## src/hw/README_none.sv

```systemverilog
`timescale 1ns/1ps

```

## src/hw/psc_pkg.sv

```systemverilog
package psc_pkg;
  // ==========================================================
  // management register indices
  // ==========================================================
  localparam logic [4:0] CONTROL_REG_INDEX = 5'h00;
  localparam logic [4:0] STATUS_REG_INDEX = 5'h01;
  localparam logic [4:0] ID_HIGH_REG_INDEX = 5'h02;
  localparam logic [4:0] ID_LOW_REG_INDEX = 5'h03;
  localparam logic [4:0] ADVERT_REG_INDEX = 5'h04;
  localparam logic [4:0] PARTNER_REG_INDEX = 5'h05;
  localparam logic [4:0] EXPANSION_REG_INDEX = 5'h06;
  localparam logic [4:0] CFG_IRQ_REG_INDEX = 5'h11;
  localparam logic [4:0] IRQ_EN_REG_INDEX = 5'h12;
  localparam logic [4:0] FAST_CTL_REG_INDEX = 5'h13;
  localparam logic [4:0] MODE_CTL_REG_INDEX = 5'h14;
  // ==========================================================
  // field positions and reset values
  // ==========================================================
  localparam int ADV_FIELD_LSB = 5; // advert bits 8:5
  localparam int FAST_NRZI_BIT = 7;
  localparam int FAST_4B5B_BIT = 6;
  localparam int FAST_SCR_DIS_BIT = 0;
  localparam logic [3:0] ADV_DEFAULT = 4'hF; // fixed advert default
  localparam logic [4:0] ADV_SELECTOR = 5'h01; // selector field
  localparam logic [15:0] STATUS_VALUE = 16'h7800; // abilities
  localparam logic [15:0] ID_HIGH_VALUE = 16'h1234; // arbitrary value
  localparam logic [15:0] ID_LOW_VALUE = 16'h5670; // arbitrary value
  localparam logic [15:0] VENDOR_RESET = 16'h0000;
  localparam logic [5:0] PREAMBLE_LEN = 6'h20; // ones before a frame
  localparam logic [1:0] OP_READ = 2'h2;
  localparam logic [1:0] OP_WRITE = 2'h1;
  // ==========================================================
  // types
  // ==========================================================
  typedef struct packed {
    logic anEnable; // function strap 0
    logic nrziEnable; // function strap 1
    logic code4b5bEnable; // function strap 2
    logic scramblerDisable; // function strap 3
    logic speed100; // function strap 4
    logic fastAdvert; // fast advertisement strap
    logic slowAdvert; // slow advertisement strap
    logic fullDuplex; // full-duplex strap
    logic [4:0] phyAddr; // address straps, shared with leds
  } psc_strap_s;

  typedef struct packed {
    logic softReset; // 15
    logic loopback; // 14
    logic speed100; // 13
    logic anEnable; // 12
    logic powerDown; // 11
    logic isolate; // 10
    logic anRestart; // 9
    logic duplex; // 8
    logic colTest; // 7
    logic [6:0] rsvd; // 6:0 read zero
  } psc_ctrl_s;

  typedef enum logic [1:0] {ST_PRE, ST_HDR, ST_TA, ST_DATA} psc_mdio_e;
endpackage : psc_pkg

```

## src/hw/psc_strap_regs.sv

```systemverilog
`timescale 1ns/1ps
module psc_strap_regs
  import psc_pkg::*;
(
  input wire logic ref_clk,
  input wire logic rst_n,
  input wire psc_strap_s straps, // strap levels
  input wire logic mdc, // management clock, sampled
  input wire logic mdioIn, // management data in
  output logic mdioOut, // management data out
  output logic mdioOeN, // low while driving mdio
  input wire logic [4:0] ledIn, // led status, active high
  output logic [4:0] ledOut, // led pins after polarity
  input wire logic anSpeed100, // negotiated speed
  input wire logic anFullDuplex, // negotiated duplex
  output logic speed100, // effective speed
  output logic fullDuplex, // effective duplex
  output logic loopback, // loopback mode
  output logic miiIsolate, // float mii outputs, ignore tx
  output psc_ctrl_s ctrlBits // whole control register
);
  // ==========================================================
  // state
  // ==========================================================
  psc_ctrl_s ctrl_q; // control register
  logic [15:0] advert_q; // advertisement register
  logic [15:0] cfgIrq_q; // vendor config and irq status
  logic [15:0] irqEn_q; // vendor irq enable
  logic [15:0] fastCtl_q; // vendor 100 mb/s control
  logic [15:0] modeCtl_q; // vendor mode control
  logic [4:0] phyAddr_q; // latched phy address
  logic [4:0] ledPol_q; // one inverts the led
  logic loadPend_q; // first cycle after reset release
  logic load; // reload straps and defaults
  logic anEff; // autoneg in force at load
  logic mdcPrev_q; // mdc last cycle
  logic mdcRise; // mdc rising edge
  psc_mdio_e state_q; // frame state
  logic [5:0] preCnt_q; // preamble ones
  logic [4:0] bitCnt_q; // bit within field
  logic [11:0] hdr_q; // header shift
  logic [15:0] sh_q; // data shift
  logic isRead_q; // current frame reads
  logic [4:0] regAddr_q; // register of frame
  logic wrEn_q; // one-cycle write pulse
  logic [15:0] wrData_q; // write data
  logic [4:0] wrAddr_q; // write register
  logic [12:0] hdrFull; // header incl. last bit
  logic [15:0] rdData; // read mux

  // advert bits 8:5 from straps
  function automatic logic [3:0] advFromStraps(input psc_strap_s s);
    advFromStraps = {s.fastAdvert & s.fullDuplex, s.fastAdvert,
                     s.slowAdvert & s.fullDuplex, s.slowAdvert};
  endfunction : advFromStraps

  // ==========================================================
  // load control
  // ==========================================================
  // load straps once after reset release and on soft reset
  always_ff @(posedge ref_clk or negedge rst_n) begin
    if (!rst_n) begin
      loadPend_q <= 1'b1;
    end else begin
      loadPend_q <= 1'b0;
    end
  end
  assign load = loadPend_q | ctrl_q.softReset;
  // ctrl_q.anEnable is 1 from reset, so power-up uses the strap
  assign anEff = straps.anEnable & ctrl_q.anEnable;

  // ==========================================================
  // control register
  // ==========================================================
  // reload, software write, self-clearing bits
  always_ff @(posedge ref_clk or negedge rst_n) begin
    if (!rst_n) begin
      ctrl_q <= '0;
      ctrl_q.speed100 <= 1'b1;
      ctrl_q.anEnable <= 1'b1;
    end else if (load) begin
      ctrl_q <= '0;
      ctrl_q.speed100 <= straps.speed100;
      ctrl_q.anEnable <= straps.anEnable;
      ctrl_q.isolate <= (straps.phyAddr == 5'h00);
      ctrl_q.duplex <= straps.anEnable ? 1'b0 : straps.fullDuplex;
    end else if (wrEn_q && wrAddr_q == CONTROL_REG_INDEX) begin
      ctrl_q <= psc_ctrl_s'({wrData_q[15:7], 7'h00});
    end else begin
      ctrl_q.anRestart <= 1'b0; // restart is a pulse
    end
  end

  // ==========================================================
  // advertisement and vendor registers
  // ==========================================================
  // advertisement: strap derived or fixed default
  always_ff @(posedge ref_clk or negedge rst_n) begin
    if (!rst_n) begin
      advert_q <= {7'h00, ADV_DEFAULT, ADV_SELECTOR};
    end else if (load) begin
      advert_q <= {7'h00, anEff ? advFromStraps(straps)
                                : ADV_DEFAULT, ADV_SELECTOR};
    end else if (wrEn_q && wrAddr_q == ADVERT_REG_INDEX) begin
      advert_q <= {wrData_q[15:5], ADV_SELECTOR};
    end
  end

  // vendor registers, plain storage with strap seeded bits
  always_ff @(posedge ref_clk or negedge rst_n) begin
    if (!rst_n) begin
      cfgIrq_q <= VENDOR_RESET;
      irqEn_q <= VENDOR_RESET;
      fastCtl_q <= VENDOR_RESET;
      modeCtl_q <= VENDOR_RESET;
    end else if (load) begin
      cfgIrq_q <= VENDOR_RESET;
      irqEn_q <= VENDOR_RESET;
      modeCtl_q <= VENDOR_RESET;
      fastCtl_q <= VENDOR_RESET;
      fastCtl_q[FAST_NRZI_BIT] <= straps.nrziEnable;
      fastCtl_q[FAST_4B5B_BIT] <= straps.code4b5bEnable;
      fastCtl_q[FAST_SCR_DIS_BIT] <= straps.scramblerDisable;
    end else if (wrEn_q) begin
      // vendor write decode
      if (wrAddr_q == CFG_IRQ_REG_INDEX) begin
        cfgIrq_q <= wrData_q;
      end else if (wrAddr_q == IRQ_EN_REG_INDEX) begin
        irqEn_q <= wrData_q;
      end else if (wrAddr_q == FAST_CTL_REG_INDEX) begin
        fastCtl_q <= wrData_q;
      end else if (wrAddr_q == MODE_CTL_REG_INDEX) begin
        modeCtl_q <= wrData_q;
      end
    end
  end

  // ==========================================================
  // address and led straps
  // ==========================================================
  // latch address and led polarity at load
  always_ff @(posedge ref_clk or negedge rst_n) begin
    if (!rst_n) begin
      phyAddr_q <= 5'h00;
      ledPol_q <= 5'h00;
    end else if (load) begin
      phyAddr_q <= straps.phyAddr;
      ledPol_q <= straps.phyAddr;
    end
  end

  // led drivers: high strap gives active low
  always_ff @(posedge ref_clk or negedge rst_n) begin
    if (!rst_n) begin
      ledOut <= 5'h00;
    end else begin
      ledOut <= ledIn ^ ledPol_q;
    end
  end

  // ==========================================================
  // operating mode outputs
  // ==========================================================
  // speed bit ignored while autoneg runs
  always_ff @(posedge ref_clk or negedge rst_n) begin
    if (!rst_n) begin
      speed100 <= 1'b1;
      fullDuplex <= 1'b0;
      loopback <= 1'b0;
      miiIsolate <= 1'b0;
      ctrlBits <= '0;
    end else begin
      speed100 <= ctrl_q.anEnable ? anSpeed100 : ctrl_q.speed100;
      fullDuplex <= ctrl_q.anEnable ? anFullDuplex : ctrl_q.duplex;
      loopback <= ctrl_q.loopback;
      miiIsolate <= ctrl_q.isolate;
      ctrlBits <= ctrl_q;
    end
  end

  // ==========================================================
  // read mux
  // ==========================================================
  // register decode, unmapped reads as zero
  always_comb begin
    rdData = 16'h0000;
    if (regAddr_q == CONTROL_REG_INDEX) begin
      rdData = ctrl_q;
    end else if (regAddr_q == STATUS_REG_INDEX) begin
      rdData = STATUS_VALUE;
    end else if (regAddr_q == ID_HIGH_REG_INDEX) begin
      rdData = ID_HIGH_VALUE;
    end else if (regAddr_q == ID_LOW_REG_INDEX) begin
      rdData = ID_LOW_VALUE;
    end else if (regAddr_q == ADVERT_REG_INDEX) begin
      rdData = advert_q;
    end else if (regAddr_q == PARTNER_REG_INDEX) begin
      rdData = 16'h0000; // no partner data in this block
    end else if (regAddr_q == EXPANSION_REG_INDEX) begin
      rdData = 16'h0000;
    end else if (regAddr_q == CFG_IRQ_REG_INDEX) begin
      rdData = cfgIrq_q;
    end else if (regAddr_q == IRQ_EN_REG_INDEX) begin
      rdData = irqEn_q;
    end else if (regAddr_q == FAST_CTL_REG_INDEX) begin
      rdData = fastCtl_q;
    end else if (regAddr_q == MODE_CTL_REG_INDEX) begin
      rdData = modeCtl_q;
    end
  end

  // ==========================================================
  // management frame engine
  // ==========================================================
  assign mdcRise = mdc & ~mdcPrev_q;
  assign hdrFull = {hdr_q, mdioIn};

  // mdc edge detector
  always_ff @(posedge ref_clk or negedge rst_n) begin
    if (!rst_n) begin
      mdcPrev_q <= 1'b1; // mdc idles high, no false rise after reset
    end else begin
      mdcPrev_q <= mdc;
    end
  end

  // frame state machine, bits taken on mdc rise; isolate
  // leaves it running
  always_ff @(posedge ref_clk or negedge rst_n) begin
    if (!rst_n) begin
      state_q <= ST_PRE;
      preCnt_q <= 6'h00;
      bitCnt_q <= 5'h00;
      hdr_q <= 12'h000;
      sh_q <= 16'h0000;
      isRead_q <= 1'b0;
      regAddr_q <= 5'h00;
      wrEn_q <= 1'b0;
      wrData_q <= 16'h0000;
      wrAddr_q <= 5'h00;
      mdioOut <= 1'b1;
      mdioOeN <= 1'b1;
    end else begin
      wrEn_q <= 1'b0;
      if (mdcRise) begin
        case (state_q)
          ST_PRE: begin
            // count ones, a zero after enough starts a frame
            if (mdioIn) begin
              if (preCnt_q != PREAMBLE_LEN) begin
                preCnt_q <= preCnt_q + 6'h01;
              end
            end else begin
              if (preCnt_q == PREAMBLE_LEN) begin
                state_q <= ST_HDR;
                bitCnt_q <= 5'h00;
              end
              preCnt_q <= 6'h00;
            end
          end
          ST_HDR: begin
            // start bit, opcode, phy and register address
            hdr_q <= hdrFull[11:0];
            bitCnt_q <= bitCnt_q + 5'h01;
            if (bitCnt_q == 5'h0C) begin
              bitCnt_q <= 5'h00;
              regAddr_q <= hdrFull[4:0];
              isRead_q <= (hdrFull[11:10] == OP_READ);
              if (hdrFull[12] && hdrFull[9:5] == phyAddr_q &&
                  (hdrFull[11:10] == OP_READ ||
                   hdrFull[11:10] == OP_WRITE)) begin
                state_q <= ST_TA;
              end else begin
                state_q <= ST_PRE;
              end
            end
          end
          ST_TA: begin
            // turnaround, reads drive zero in its second bit
            bitCnt_q <= bitCnt_q + 5'h01;
            if (bitCnt_q == 5'h00) begin
              if (isRead_q) begin
                mdioOut <= 1'b0;
                mdioOeN <= 1'b0;
                sh_q <= rdData;
              end
            end else begin
              state_q <= ST_DATA;
              bitCnt_q <= 5'h00;
              if (isRead_q) begin
                mdioOut <= sh_q[15];
                sh_q <= {sh_q[14:0], 1'b0};
              end
            end
          end
          ST_DATA: begin
            // sixteen data bits, msb first
            bitCnt_q <= bitCnt_q + 5'h01;
            if (isRead_q) begin
              mdioOut <= sh_q[15];
              sh_q <= {sh_q[14:0], 1'b0};
            end else begin
              sh_q <= {sh_q[14:0], mdioIn};
            end
            if (bitCnt_q == 5'h0F) begin
              state_q <= ST_PRE;
              mdioOut <= 1'b1;
              mdioOeN <= 1'b1;
              if (!isRead_q) begin
                wrEn_q <= 1'b1;
                wrAddr_q <= regAddr_q;
                wrData_q <= {sh_q[14:0], mdioIn};
              end
            end
          end
          default: begin
            state_q <= ST_PRE;
          end
        endcase
      end
    end
  end
endmodule : psc_strap_regs

```

## config.mk

```make
export PLATFORM = sky130hd
export DESIGN_NAME = psc_strap_regs
export DESIGN_NICKNAME = d
export VERILOG_FILES = /design/src/hw/README_none.sv /design/src/hw/psc_pkg.sv /design/src/hw/psc_strap_regs.sv
export SDC_FILE = /design/constraint.sdc
export NUM_CORES = 1
export LEC_CHECK = 0
export BUFFER_PORTS_ARGS = -buffer_cell sky130_fd_sc_hd__buf_4
export CAP_MARGIN = 10
export CORE_MARGIN = 4
export CORE_UTILIZATION = 30
export CTS_CLUSTER_SIZE = 24
export DETAILED_ROUTE_END_ITERATION = 8
export HOLD_SLACK_MARGIN = 0.08
export PLACE_DENSITY = 0.41
export SETUP_SLACK_MARGIN = 0.4
export SYNTH_ARGS = -nofsm -noshare
export SYNTH_HDL_FRONTEND = slang
export SYNTH_SLANG_ARGS = --single-unit
```

## constraint.sdc

```tcl
create_clock -name ref_clk -period 2.4 [get_ports ref_clk]
set_clock_uncertainty 0.05 [all_clocks]
set_input_delay 0.12 -clock ref_clk [delete_from_list [all_inputs] [get_ports ref_clk]]
set_output_delay 0.12 -clock ref_clk [all_outputs]
set_load 0.005 [all_outputs]
```

==> Yosys cells after proc, flatten, opt, wreduce, memory -nomap -nowiden <==
Index checks and enable logic that the tools add are counted.
{ "op_classes": {"add_sub_neg": 2, "n_eq_ne": 37, "n_mux": 70, "n_bitwise": 8, "n_reduce_logical": 31} }
{ "ops": {"columns": ["cell", "n"], "rows": [
  ["two-way mux 16 bit", 35],
  ["== test 5 bit (second input constant)", 8],
  ["case mux 16 bit (2 select lines)", 1],
  ["== test 5 x 3 -> 1 bit (second input constant)", 4],
  ["logical NOT 5 bit", 4],
  ["two-way mux 5 bit", 4],
  ["inequality test 2 bit (second input constant)", 10],
  ["case mux 5 bit (4 select lines)", 1],
  ["two-way mux 6 bit", 3],
  ["AND reduction 3 bit", 6],
  ["nonzero test 2 bit", 8],
  ["two-way mux 1 bit", 15],
  ["two-way mux 2 bit", 6],
  ["== test 5 x 2 -> 1 bit (second input constant)", 2],
  ["== test 5 x 4 -> 1 bit (second input constant)", 2],
  ["AND reduction 5 bit", 2],
  ["two-way mux 9 bit", 1],
  ["case mux 2 bit (4 select lines)", 1],
  ["AND reduction 4 bit", 2],
  ["adder 6 x 1 -> 6 bit (second input constant)", 1],
  ["== test 2 bit (second input constant)", 3],
  ["== test 6 bit (second input constant)", 1],
  ["inequality test 6 bit (second input constant)", 1],
  ["AND reduction 6 bit", 1],
  ["16 further kinds", 26]
]} }
{ "word_totals": {"reg_bits": 197, "input_bits": 24, "output_inout_bits": 27, "elab_cells": 191} }

==> Longest topological paths before layout <==
Gate-level depths: netlist of run 1.
{ "depth": {"word_depth": 15, "depth_mapped": 8, "depth_no_buf": 7} }

==> Worst setup path before layout of run 1 <==
OpenSTA, ideal clock, no wires.
{ "synth_path": {"path_kind": "register -> register", "from": "reg bitCnt_q[0]", "to": "reg wrData_q[0]", "setup_ns": 0.125, "arrival_ns": 1.894, "required_time_ns": 2.225, "path_slack_ns": 0.331, "stages_incl_launch_ff": 8, "n_path_buf": 1, "period_less_slack_ns": 2.069, "cell_sequence": "dfrtp_1 > ha_1 > and3_1 > ha_1 > nand3_1 > nor3_1 > buf_2 > mux2_2"} }
{ "synth_between": {"elab_chain_len": 2} }
{ "synth_rtl": {"columns": ["item", "line", "text"], "rows": [
  ["start: declaration", "psc_strap_regs.sv:40", "logic [4:0] bitCnt_q;"],
  ["start signal: assignment", "psc_strap_regs.sv:264", "bitCnt_q <= bitCnt_q + 5'h01;"],
  ["start signal: assignment", "psc_strap_regs.sv:280", "bitCnt_q <= bitCnt_q + 5'h01;"],
  ["start signal: assignment", "psc_strap_regs.sv:298", "bitCnt_q <= bitCnt_q + 5'h01;"],
  ["== test 5 x 4 -> 1 bit", "psc_strap_regs.sv:305", "if (bitCnt_q == 5'h0F) begin"],
  ["AND reduction 4 bit (no line)", null, null],
  ["end signal: assignment", "psc_strap_regs.sv:312", "wrData_q <= {sh_q[14:0], mdioIn};"],
  ["end: declaration", "psc_strap_regs.sv:46", "logic [15:0] wrData_q;"]
]} }
No other way between the ends.
A chain may end at the register's enable or synchronous reset.

==> Worst setup path in the final report of run 1 <==
{ "layout_path": {"from": "reg bitCnt_q[1]", "to": "reg sh_q[12]"} }
{ "layout_between": {"elab_chain_len": 3} }
{ "layout_rtl": {"columns": ["item", "line", "text"], "rows": [
  ["logical NOT 5 bit", "psc_strap_regs.sv:281", "if (bitCnt_q == 5'h00) begin"],
  ["two-way mux 16 bit", "psc_strap_regs.sv:281", null],
  ["case mux 16 bit (2 select lines)", "psc_strap_regs.sv:246", "case (state_q)"],
  ["end signal: assignment", "psc_strap_regs.sv:285", "sh_q <= rdData;"],
  ["end signal: assignment", "psc_strap_regs.sv:292", "sh_q <= {sh_q[14:0], 1'b0};"],
  ["end signal: assignment", "psc_strap_regs.sv:301", "sh_q <= {sh_q[14:0], 1'b0};"],
  ["end: declaration", "psc_strap_regs.sv:42", "logic [15:0] sh_q;"]
]} }
No other way between the ends.

==> results of run 1 <==
synthesized netlist by cell type, types with 3 or more instances:
master | number | area, µm²
sky130_fd_sc_hd__nor2b_1 | 6 | 37.54
sky130_fd_sc_hd__o211ai_1 | 5 | 37.54
sky130_fd_sc_hd__xor2_1 | 7 | 61.31
sky130_fd_sc_hd__or2_2 | 4 | 25.02
sky130_fd_sc_hd__xnor2_1 | 3 | 26.28
sky130_fd_sc_hd__clkbuf_1 | 30 | 112.6
sky130_fd_sc_hd__dfrtp_1 | 167 | 4179
sky130_fd_sc_hd__nor2_1 | 73 | 274.0
sky130_fd_sc_hd__o31ai_1 | 3 | 22.52
sky130_fd_sc_hd__nand2_1 | 115 | 431.7
sky130_fd_sc_hd__buf_4 | 10 | 75.07
sky130_fd_sc_hd__ha_1 | 6 | 75.07
sky130_fd_sc_hd__buf_1 | 3 | 11.26
sky130_fd_sc_hd__o22ai_1 | 15 | 93.84
sky130_fd_sc_hd__a31oi_1 | 7 | 43.79
sky130_fd_sc_hd__o22a_1 | 4 | 35.03
sky130_fd_sc_hd__nand3b_1 | 4 | 30.03
sky130_fd_sc_hd__nand3_1 | 19 | 95.09
sky130_fd_sc_hd__inv_1 | 13 | 48.80
sky130_fd_sc_hd__buf_2 | 18 | 90.09
sky130_fd_sc_hd__o2bb2ai_1 | 7 | 61.31
sky130_fd_sc_hd__o21a_1 | 3 | 22.52
sky130_fd_sc_hd__a22o_1 | 9 | 78.83
sky130_fd_sc_hd__mux2_2 | 40 | 450.4
sky130_fd_sc_hd__nor3_1 | 8 | 40.04
sky130_fd_sc_hd__o21ai_0 | 49 | 245.2
sky130_fd_sc_hd__mux2i_1 | 60 | 600.6
sky130_fd_sc_hd__a22oi_1 | 18 | 135.1
sky130_fd_sc_hd__or3_1 | 3 | 18.77
sky130_fd_sc_hd__dfstp_2 | 11 | 289.0
sky130_fd_sc_hd__a21oi_1 | 61 | 305.3
sky130_fd_sc_hd__nand2b_1 | 9 | 56.30
cell type report:
type,instances,area [µm²],share of cell area
timing repair buffer,140,1289,0.1191
clock inverter,14,162.7,0.01504
sequential,178,4476,0.4138
multi-input combinational,583,3934,0.3637
clock buffer,18,429.2,0.03968
inverter,13,53.80,0.004974
tap,378,473.0,0.04372
metal layers:
layer / share of wire / wire, µm
met4: 0.013 / 334
met1: 0.49 / 12940
met2: 0.46 / 12260
met3: 0.037 / 987
met5: 0 / 0
registers in the layout (all words and copies together), names as in the netlist, 6 cells and up, named ones only:
| register | count |
|---|---|
| ctrl_q | 9 |
| fastCtl_q | 16 |
| sh_q | 16 |
| cfgIrq_q | 16 |
| wrData_q | 16 |
| hdr_q | 12 |
| irqEn_q | 16 |
| modeCtl_q | 16 |
| preCnt_q | 6 |
| ctrlBits | 9 |
| advert_q | 11 |
stage by stage:
step | util | instance area (µm²) | worst slack, ns | std cells
after global placement | 0.3400 | 9472 | 0.2669 | 1246
after floorplan | - | 8526 | 0.4041 | 838
after global routing | 0.3883 | 10820 | 0.2679 | 1324
after CTS | 0.3810 | 10610 | 0.3313 | 1315
after detailed placement | 0.3400 | 9472 | 0.2160 | 1246
final | 0.3883 | 10820 | 0.3259 | 1324
repair_timing:
action	in CTS	in global routing
gates resized for setup	43	40
hold buffers	23	0
pin swaps	8	9
endpoints found under the hold margin	203	0
buffers inserted	11	8
endpoints found under the setup margin	38	45
cloned	3	1
power breakdown:
group	switching (mW)	total [mW]	leakage (nW)	internal [mW]
sequential	0.208	3.40	2.36	3.19
clock	1.40	2.81	0.289	1.41
combinational	0.943	1.70	2.15	0.760
total	2.55	7.91	4.80	5.36
cells by family (layout without fill, tap and decap cells):
kind of cell | after synthesis | count (layout) | synth area share
flops | 178 | 178 | 0.5260
mux | 100 | 100 | 0.1237
simple gates | 259 | 259 | 0.1374
fa+ha+maj | 6 | 6 | 0.008838
other cells | 1 | 8 | 0.0004415
xor+xnor | 10 | 10 | 0.01031
compound gates | 200 | 200 | 0.1502
buf+inv | 77 | 185 | 0.04301
critical path: stages, from the launching register on:
cell and delay [ns]:
sky130_fd_sc_hd__dfrtp_1 0.40, sky130_fd_sc_hd__buf_6 0.13, sky130_fd_sc_hd__inv_4 0.05, sky130_fd_sc_hd__ha_4 0.12, sky130_fd_sc_hd__or4b_4 0.50, sky130_fd_sc_hd__a21o_4 0.24
sky130_fd_sc_hd__buf_4 0.16, sky130_fd_sc_hd__a22oi_1 0.20, sky130_fd_sc_hd__a21oi_1 0.09
cell usage in the layout (no fill, tap or decap), drive strengths merged, types with 21 or more instances in the layout:
master / netlist / routed
a21oi: 62 / 62
buf: 33 / 115
dfrtp: 167 / 167
dlygate4sd3: 0 / 23
inv: 13 / 21
mux2: 40 / 40
mux2i: 60 / 60
nand2: 115 / 115
nor2: 75 / 75
o21ai: 49 / 49
worst paths after layout:
kind,to,slack [ns],cells after the start
setup / recovery,sh_q[12]$_DFFE_PN0P_,0.33,8
hold / removal,bitCnt_q[0]$_DFFE_PN0P_,0.14,2
setup reg to reg,sh_q[12]$_DFFE_PN0P_,0.33,8
hold reg to reg,ctrlBits[10]$_DFF_PN0_,0.40,0
max in group asynchronous,wrAddr_q[0]$_DFFE_PN0P_,1.44,3
min in group ref_clk,mdcPrev_q$_DFF_PN1_,0.31,2
==> run metrics, run 1 <==
path class of the lowest-slack min-delay path=input port to asynchronous set/reset pin; routing usage on met3=0.02591; worst hold slack=approximately 0.14 ns; proportion of synthesized chip area in sequential cells=0.5260; Area Growth Syn to Fin=27.34%; startpoint type of the worst setup path=flop; Max-Cap Viols=0; Setup Total Neg Slack=0 ns; first-pass GRT wire length=between 40 and 50 mm; transition time of the tightest slew-check pin=between 0.5 and 0.6 ns; areal power density over the cells=between 700 and 800 nW/µm²; remaining max-slew budget at the tightest pin=0.6541; met1 track demand over resource=0.2528; arrival time worst endpoint=2.34 ns; Initial Util=0.3049; vias after detailed routing=~6700; First-pass DRT Iterations=5; critical path endpoint category=flop; share of synthesized registers carrying an async set or reset=1.000; status=complete, no violations; launching point of the worst reg2reg path=bitCnt_q[1]$_DFFE_PN0P_; largest net degree at the start of global routing=53; Ports=slightly above 50; global routing's busiest layer=met2; average instance area after synthesis=slightly above 10 µm²; total wire length=~27 mm; critical path launch point=bitCnt_q[1]$_DFFE_PN0P_; post-detailed-route DRC marker count=0; height of the chip=176.3 µm; Ys Warns=0; vias in the first global route=6784; Final Hold Violating Endpoints=0; maximum level of the CTS H-tree=4; leakage power summed over all cells=4.797 nW; post-layout min period=2.074 ns; antenna diode count=0; number of buffers between clock root and the deepest sink=2; antenna violations before repair=0; HPWL after DPL=between 15 and 20 mm; RSZ-0062 raised after global routing=yes; number of unique standard cell types used by synthesis=66; count of mapped cells out of synthesis=around 830; root cell of the clock tree=sky130_fd_sc_hd__clkbuf_16; final-layout fill cell count=roughly 2700; Setup CP Type=flop to flop; synthesized area=8494 µm²; number of synthesized register bits=approximately 180; num rows=about 60; CTS buffer count=17; average wire length per cell after detail routing=20.03 µm; total power=approximately 7.9 mW; critical path required time=~2.7 ns; die width=176.3 µm; total number of clock tree sinks=between 150 and 200; largest fanout on the critical path=4; clk slew on worst S/H paths=approximately 0.080 ns; Core Region=about 28000 µm²; vias per cell=slightly above 5; GPL Wtd Cong=around 0.87; share of layout cells above drive strength 1=0.2632; EDFF count, synth=0; post-layout net count=between 900 and 1000; GR Util All Layers=0.1728; Overflow after GRT=0; f_max=0.4821 GHz; total count of max-transition violations in the final report=0; fraction of the cycle the final worst path needs=0.8642; initial DRC count=roughly 530; die area=~31000 µm²; most used flip-flop cell after synthesis=sky130_fd_sc_hd__dfrtp_1; Peak supply drop=between 0.0004 and 0.0005 V; insertion delay to the later sink of the worst-skew pair=about 0.44 ns; clock tree from TritonCTS=done; Post-DRT Antenna Nets=0; routing usage on met2=0.2712; setup violators final=0; input/output buffers=between 40 and 50
Note: power is estimated with default switching activity, not from simulation.
==> run 2, diff against run 1 <==
PLACE_DENSITY = not set   (was 0.41)
==> run metrics, run 2 (synthesis gave the netlist of run 1 again) <==
status=complete, no violations (unchanged); antenna violations before repair=0 (unchanged); Setup Total Neg Slack=0 ns (unchanged); insertion delay to the later sink of the worst-skew pair=0.44 ns (about the same); largest fanout on the critical path=5 (was 4); path class of the lowest-slack min-delay path=input port to asynchronous set/reset pin (unchanged); vias in the first global route=6708 (was 6784); arrival time worst endpoint=2.31 ns (was 2.34 ns); setup violators final=0 (unchanged); startpoint type of the worst setup path=flop (unchanged); CP max stage cell=sky130_fd_sc_hd__or4b_4 (unchanged); First-pass DRT Iterations=5 (unchanged); pre-CTS setup slack=0.1460 ns (was 0.2160 ns); CP max stage delay=0.49 ns (was 0.50 ns); Initial Util=0.3049 (unchanged); Final Hold Violating Endpoints=0 (unchanged); cells on worst reg2reg path=6 (was 8); total wire length=24.15 mm (was 26.52 mm); worst hold slack=0.1993 ns (was 0.1379 ns); Core Region=27860 µm² (unchanged); critical path cell sequence=inv_2 > ha_4 > or4b_4 > a21o_4 > a221oi_1 > a221oi_2 (was buf_6 > inv_4 > ha_4 > or4b_4 > a21o_4 > buf_4 > a22oi_1 > a21oi_1); capture point of the critical path=sh_q[14]$_DFFE_PN0P_ (was sh_q[12]$_DFFE_PN0P_); leakage power summed over all cells=4.782 nW (was 4.797 nW); clock tree from TritonCTS=done (unchanged); critical path required time=2.66 ns (about the same); Max-Cap Viols=0 (unchanged); number of buffers between clock root and the deepest sink=2 (unchanged); vias per cell=5.062 (was 5.042); Peak supply drop=0.0005285 V (was 0.0004013 V); post-layout min period=2.057 ns (was 2.074 ns); die width=176.3 µm (unchanged); GR Util All Layers=0.1535 (was 0.1728); Layout Cells excl Fill=1318 (was 1324); launching point of the worst reg2reg path=bitCnt_q[1]$_DFFE_PN0P_ (unchanged); path length in cells of the critical path=6 (was 8); Area Growth Syn to Fin=26.91% (was 27.34%); Post-DRT Antenna Nets=0 (unchanged); share of the core filled with cells in the final layout=0.3870 (was 0.3883); antenna diode count=0 (unchanged); Post-Place Cell Area=9414 µm² (was 9472 µm²); post-layout net count=957 (was 963); total power=7.935 mW (was 7.908 mW); share of layout cells above drive strength 1=0.2574 (was 0.2632); most common cell after layout, fill and taps aside=sky130_fd_sc_hd__dfrtp_1 (unchanged); CTS buffer count=17 (unchanged); Overflow after GRT=0 (unchanged); post-detailed-route DRC marker count=0 (unchanged); critical path endpoint category=flop (unchanged); Worst Setup Slack, final=0.3426 ns (was 0.3259 ns); critical register-to-register path endpoint=sh_q[14]$_DFFE_PN0P_ (was sh_q[12]$_DFFE_PN0P_); first-pass GRT wire length=37.29 mm (was 41.48 mm); Ports=51 (unchanged); initial DRC count=563 (was 531); fraction of the cycle the final worst path needs=0.8572 (was 0.8642); critical path launch point=bitCnt_q[1]$_DFFE_PN0P_ (unchanged); height of the chip=176.3 µm (unchanged); total count of max-transition violations in the final report=0 (unchanged); num rows=61 (unchanged); clk slew on worst S/H paths=0.07 ns (was 0.08 ns); areal power density over the cells=736.1 nW/µm² (was 731.1 nW/µm²); transition time of the tightest slew-check pin=0.5704 ns (was 0.5123 ns); largest net degree at the start of global routing=67 (was 53); average wire length per cell after detail routing=18.33 µm (was 20.03 µm); Setup CP Type=flop to flop (unchanged); maximum level of the CTS H-tree=4 (unchanged); die area=31070 µm² (unchanged); worst path bufs/invs=1 (was 3); remaining max-slew budget at the tightest pin=0.6197 (was 0.6541); Largest delay share family, worst path=compound AO/OA/AOI/OAI gates (unchanged); total number of clock tree sinks=178 (unchanged); f_max=0.4861 GHz (was 0.4821 GHz); HPWL after DPL=15.35 mm (was 17.69 mm); input/output buffers=43 (unchanged); GPL Wtd Cong=0.8618 (was 0.8695); DP Cell Count=1240 (was 1246); R2R Setup Slk=0.34 ns (was 0.33 ns); RSZ-0062 raised after global routing=yes (unchanged); post-route standard cell area excluding fillers=10780 µm² (was 10820 µm²); vias after detailed routing=6672 (was 6676); root cell of the clock tree=sky130_fd_sc_hd__clkbuf_16 (unchanged); commonest cells after routing, fill and taps aside=sky130_fd_sc_hd__dfrtp_1, sky130_fd_sc_hd__nand2_1, sky130_fd_sc_hd__buf_4 (unchanged)
==> run 2: changes by cell type in the layout (fill, tap and decap cells not counted), moves of 3 or more <==
cell                        delta
sky130_fd_sc_hd__dfrtp_2       -3
sky130_fd_sc_hd__o21ai_0       -3
sky130_fd_sc_hd__buf_6         -3
sky130_fd_sc_hd__buf_4         -5
sky130_fd_sc_hd__bufinv_16     +3
sky130_fd_sc_hd__inv_8         -3
sky130_fd_sc_hd__clkinv_8      -3
==> run 2: routing by layer <==
metal / global-route usage / part of all wire / wire length [µm]
met2: 0.2395 / 0.47 / 11370
met3: 0.04711 / 0.063 / 1513
met4: 0.05523 / 0.019 / 447
met1: 0.2024 / 0.45 / 10820
met5: 0 / 0 / 0
==> run 2: timing repair <==
item | CTS | global route
endpoints found under the setup margin | 46 | 41
gates cloned | 2 | 2
hold buffers | 23 | 0
resized for setup | 23 | 57
hold endpoints to repair | 95 | 0
pin swaps | 4 | 12
buffers inserted | 9 | 10
==> run 2: how the worst min path moves through the flow <==
stage                from                    endpoint  slack, ns
CTS                 rst_n    advert_q[14]$_DFFE_PN0P_       0.23
floorplan           rst_n  asynchronous set/reset pin      -0.23
global route        rst_n    advert_q[14]$_DFFE_PN0P_       0.26
global placement    rst_n  asynchronous set/reset pin       0.12
detailed placement  rst_n  asynchronous set/reset pin       0.11
finish              rst_n     bitCnt_q[4]$_DFFE_PN0P_       0.20
==> run 2: cell type report <==
cell class,instances,area [µm²]
multi-input cells,583,3936
inverters,13,48.80
fillers,2697,17080
flip-flops and latches,178,4476
repair buffers,134,1242
clock buffers,21,450.4
clock inverters,11,153.9
well taps,378,473.0
==> run 2: report_power, final <==
part	total, mW	internal [mW]	switching, mW	leakage [nW]
Clock	2.90	1.68	1.22	0.294
Sequential	3.40	3.19	0.207	2.36
Combinational	1.63	0.734	0.901	2.13
Total	7.93	5.61	2.33	4.78
==> run 3, diff against run 2 <==
CTS_BUF_LIST = sky130_fd_sc_hd__clkbuf_4 sky130_fd_sc_hd__clkbuf_8   (was not set)
==> run metrics, run 3 (synthesis gave the netlist of run 1 again) <==
total wire length=23.57 mm (was 24.15 mm); Largest delay share family, worst path=compound AO/OA/AOI/OAI gates (unchanged); Post-Place Cell Area=9414 µm² (unchanged); CP max stage delay=0.49 ns (about the same); GPL Wtd Cong=0.8618 (unchanged); First-pass DRT Iterations=5 (unchanged); post-detailed-route DRC marker count=0 (unchanged); Layout Cells excl Fill=1316 (was 1318); leakage power summed over all cells=4.697 nW (was 4.782 nW); R2R Setup Slk=0.37 ns (was 0.34 ns); transition time of the tightest slew-check pin=0.5700 ns (was 0.5704 ns); vias in the first global route=6607 (was 6708); largest fanout on the critical path=5 (unchanged); Core Region=27860 µm² (unchanged); DR WL met2=10.99 mm (was 11.37 mm); commonest cells after routing, fill and taps aside=sky130_fd_sc_hd__dfrtp_1, sky130_fd_sc_hd__nand2_1, sky130_fd_sc_hd__buf_4 (unchanged); launching point of the worst reg2reg path=bitCnt_q[1]$_DFFE_PN0P_ (unchanged); num rows=61 (unchanged); Ports=51 (unchanged); Peak supply drop=0.0003410 V (was 0.0005285 V); CTS buffer count=17 (unchanged); critical path required time=2.69 ns (was 2.66 ns); total power=7.234 mW (was 7.935 mW); RSZ-0062 raised after global routing=yes (unchanged); CP max stage cell=sky130_fd_sc_hd__or4b_4 (unchanged); vias after detailed routing=6635 (was 6672); Final Hold Violating Endpoints=0 (unchanged); height of the chip=176.3 µm (unchanged); die width=176.3 µm (unchanged); f_max=0.4915 GHz (was 0.4861 GHz); number of buffers between clock root and the deepest sink=2 (unchanged); Setup CP Type=flop to flop (unchanged); DP Cell Count=1240 (unchanged); post-route standard cell area excluding fillers=10590 µm² (was 10780 µm²); critical path endpoint category=flop (unchanged); startpoint type of the worst setup path=flop (unchanged); path length in cells of the critical path=6 (unchanged); share of the core filled with cells in the final layout=0.3802 (was 0.3870); cells on worst reg2reg path=6 (unchanged); critical register-to-register path endpoint=sh_q[14]$_DFFE_PN0P_ (unchanged); worst hold slack=0.1663 ns (was 0.1993 ns); first-pass GRT wire length=37.05 mm (was 37.29 mm); highest metal used=met4 (unchanged); post-layout min period=2.035 ns (was 2.057 ns); Area Growth Syn to Fin=24.69% (was 26.91%); die area=31070 µm² (unchanged); critical path cell sequence=inv_2 > ha_4 > or4b_4 > a21o_4 > a221oi_1 > a221oi_2 (unchanged); insertion delay to the later sink of the worst-skew pair=0.47 ns (was 0.44 ns); Setup Total Neg Slack=0 ns (unchanged); total count of max-transition violations in the final report=0 (unchanged); setup violators final=0 (unchanged); average wire length per cell after detail routing=17.91 µm (was 18.33 µm); GR Util All Layers=0.1514 (was 0.1535); post-layout net count=955 (was 957); most common cell after layout, fill and taps aside=sky130_fd_sc_hd__dfrtp_1 (unchanged); Routed met1 length=10.88 mm (was 10.82 mm); root cell of the clock tree=sky130_fd_sc_hd__clkbuf_8 (was sky130_fd_sc_hd__clkbuf_16); arrival time worst endpoint=2.32 ns (was 2.31 ns); Initial Util=0.3049 (unchanged); pre-CTS setup slack=0.1460 ns (unchanged); total number of clock tree sinks=178 (unchanged); largest net degree at the start of global routing=67 (unchanged); Worst Setup Slack, final=0.3652 ns (was 0.3426 ns); capture point of the critical path=sh_q[14]$_DFFE_PN0P_ (unchanged); Post-DRT Antenna Nets=0 (unchanged); Overflow after GRT=0 (unchanged); fraction of the cycle the final worst path needs=0.8478 (was 0.8572); maximum level of the CTS H-tree=4 (unchanged); antenna violations before repair=0 (unchanged); final-layout fill cell count=2725 (was 2697); areal power density over the cells=683.0 nW/µm² (was 736.1 nW/µm²); antenna diode count=0 (unchanged); HPWL after DPL=15.35 mm (unchanged); share of layout cells above drive strength 1=0.2601 (was 0.2574); worst path bufs/invs=1 (unchanged); initial DRC count=521 (was 563); vias per cell=5.042 (was 5.062); critical path launch point=bitCnt_q[1]$_DFFE_PN0P_ (unchanged); clk slew on worst S/H paths=0.09 ns (was 0.07 ns); Max-Cap Viols=0 (unchanged); path class of the lowest-slack min-delay path=input port to asynchronous set/reset pin (unchanged); met3 wire length=1.271 mm (was 1.513 mm); input/output buffers=43 (unchanged); status=complete, no violations (unchanged); remaining max-slew budget at the tightest pin=0.6200 (was 0.6197); clock tree from TritonCTS=done (unchanged)
==> run 3: cell count changes in the layout (fill, tap and decap cells not counted), sizes merged <==
cell / change
buf: -1
clkbuf: -1
==> run 3: worst min-delay path by stage <==
stage / startpoint / to / slack (ns)
6_report: rst_n / bitCnt_q[4]$_DFFE_PN0P_ / 0.17
4_1_cts: rst_n / advert_q[14]$_DFFE_PN0P_ / 0.18
5_1_grt: rst_n / advert_q[14]$_DFFE_PN0P_ / 0.20
3_5_place_dp: rst_n / asynchronous set/reset pin / 0.11
3_3_place_gp: rst_n / asynchronous set/reset pin / 0.12
2_1_floorplan: rst_n / asynchronous set/reset pin / -0.23
==> run 3: worst reg2reg max path, delay by kind of cell (launching register included) <==
| family | cells | cell delay (ns) |
|---|---|---|
| AOI/OAI and AO/OA | 3 | 0.73 |
| adders and majority gates | 1 | 0.13 |
| buffers and inverters | 1 | 0.08 |
| DFF | 1 | 0.43 |
| and+or+nand+nor | 1 | 0.49 |
==> run 3: per-layer routing <==
metal	track usage	up-vias
met5	0	-
met4	0.04483	0
met3	0.03940	33
met2	0.2369	178
met1	0.2078	3322
li1	-	3102
==> run 3: repair_timing <==
| action | in CTS | in global routing |
|---|---|---|
| hold buffers | 23 | 0 |
| pin swaps | 5 | 10 |
| endpoints found under the hold margin | 166 | 0 |
| endpoints found under the setup margin | 46 | 41 |
| gates cloned | 2 | 2 |
| gates resized for setup | 26 | 54 |
| buffers inserted | 9 | 8 |
==> run 3: area by class of cell <==
cell class | instances | area (µm²) | share of cell area
well taps | 378 | 473.0 | 0.04465
flip-flops and latches | 178 | 4472 | 0.4222
clock inverters | 11 | 153.9 | 0.01453
clock buffers | 21 | 270.3 | 0.02552
inverters | 13 | 48.80 | 0.004607
repair buffers | 132 | 1227 | 0.1159
multi-input cells | 583 | 3946 | 0.3726
==> run 3: report_power, final <==
group          switching [mW]  total [mW]  internal, mW
logic                   0.888        1.61         0.717
registers               0.207        3.39          3.18
clock network            1.13        2.24          1.11
total                    2.23        7.23          5.01
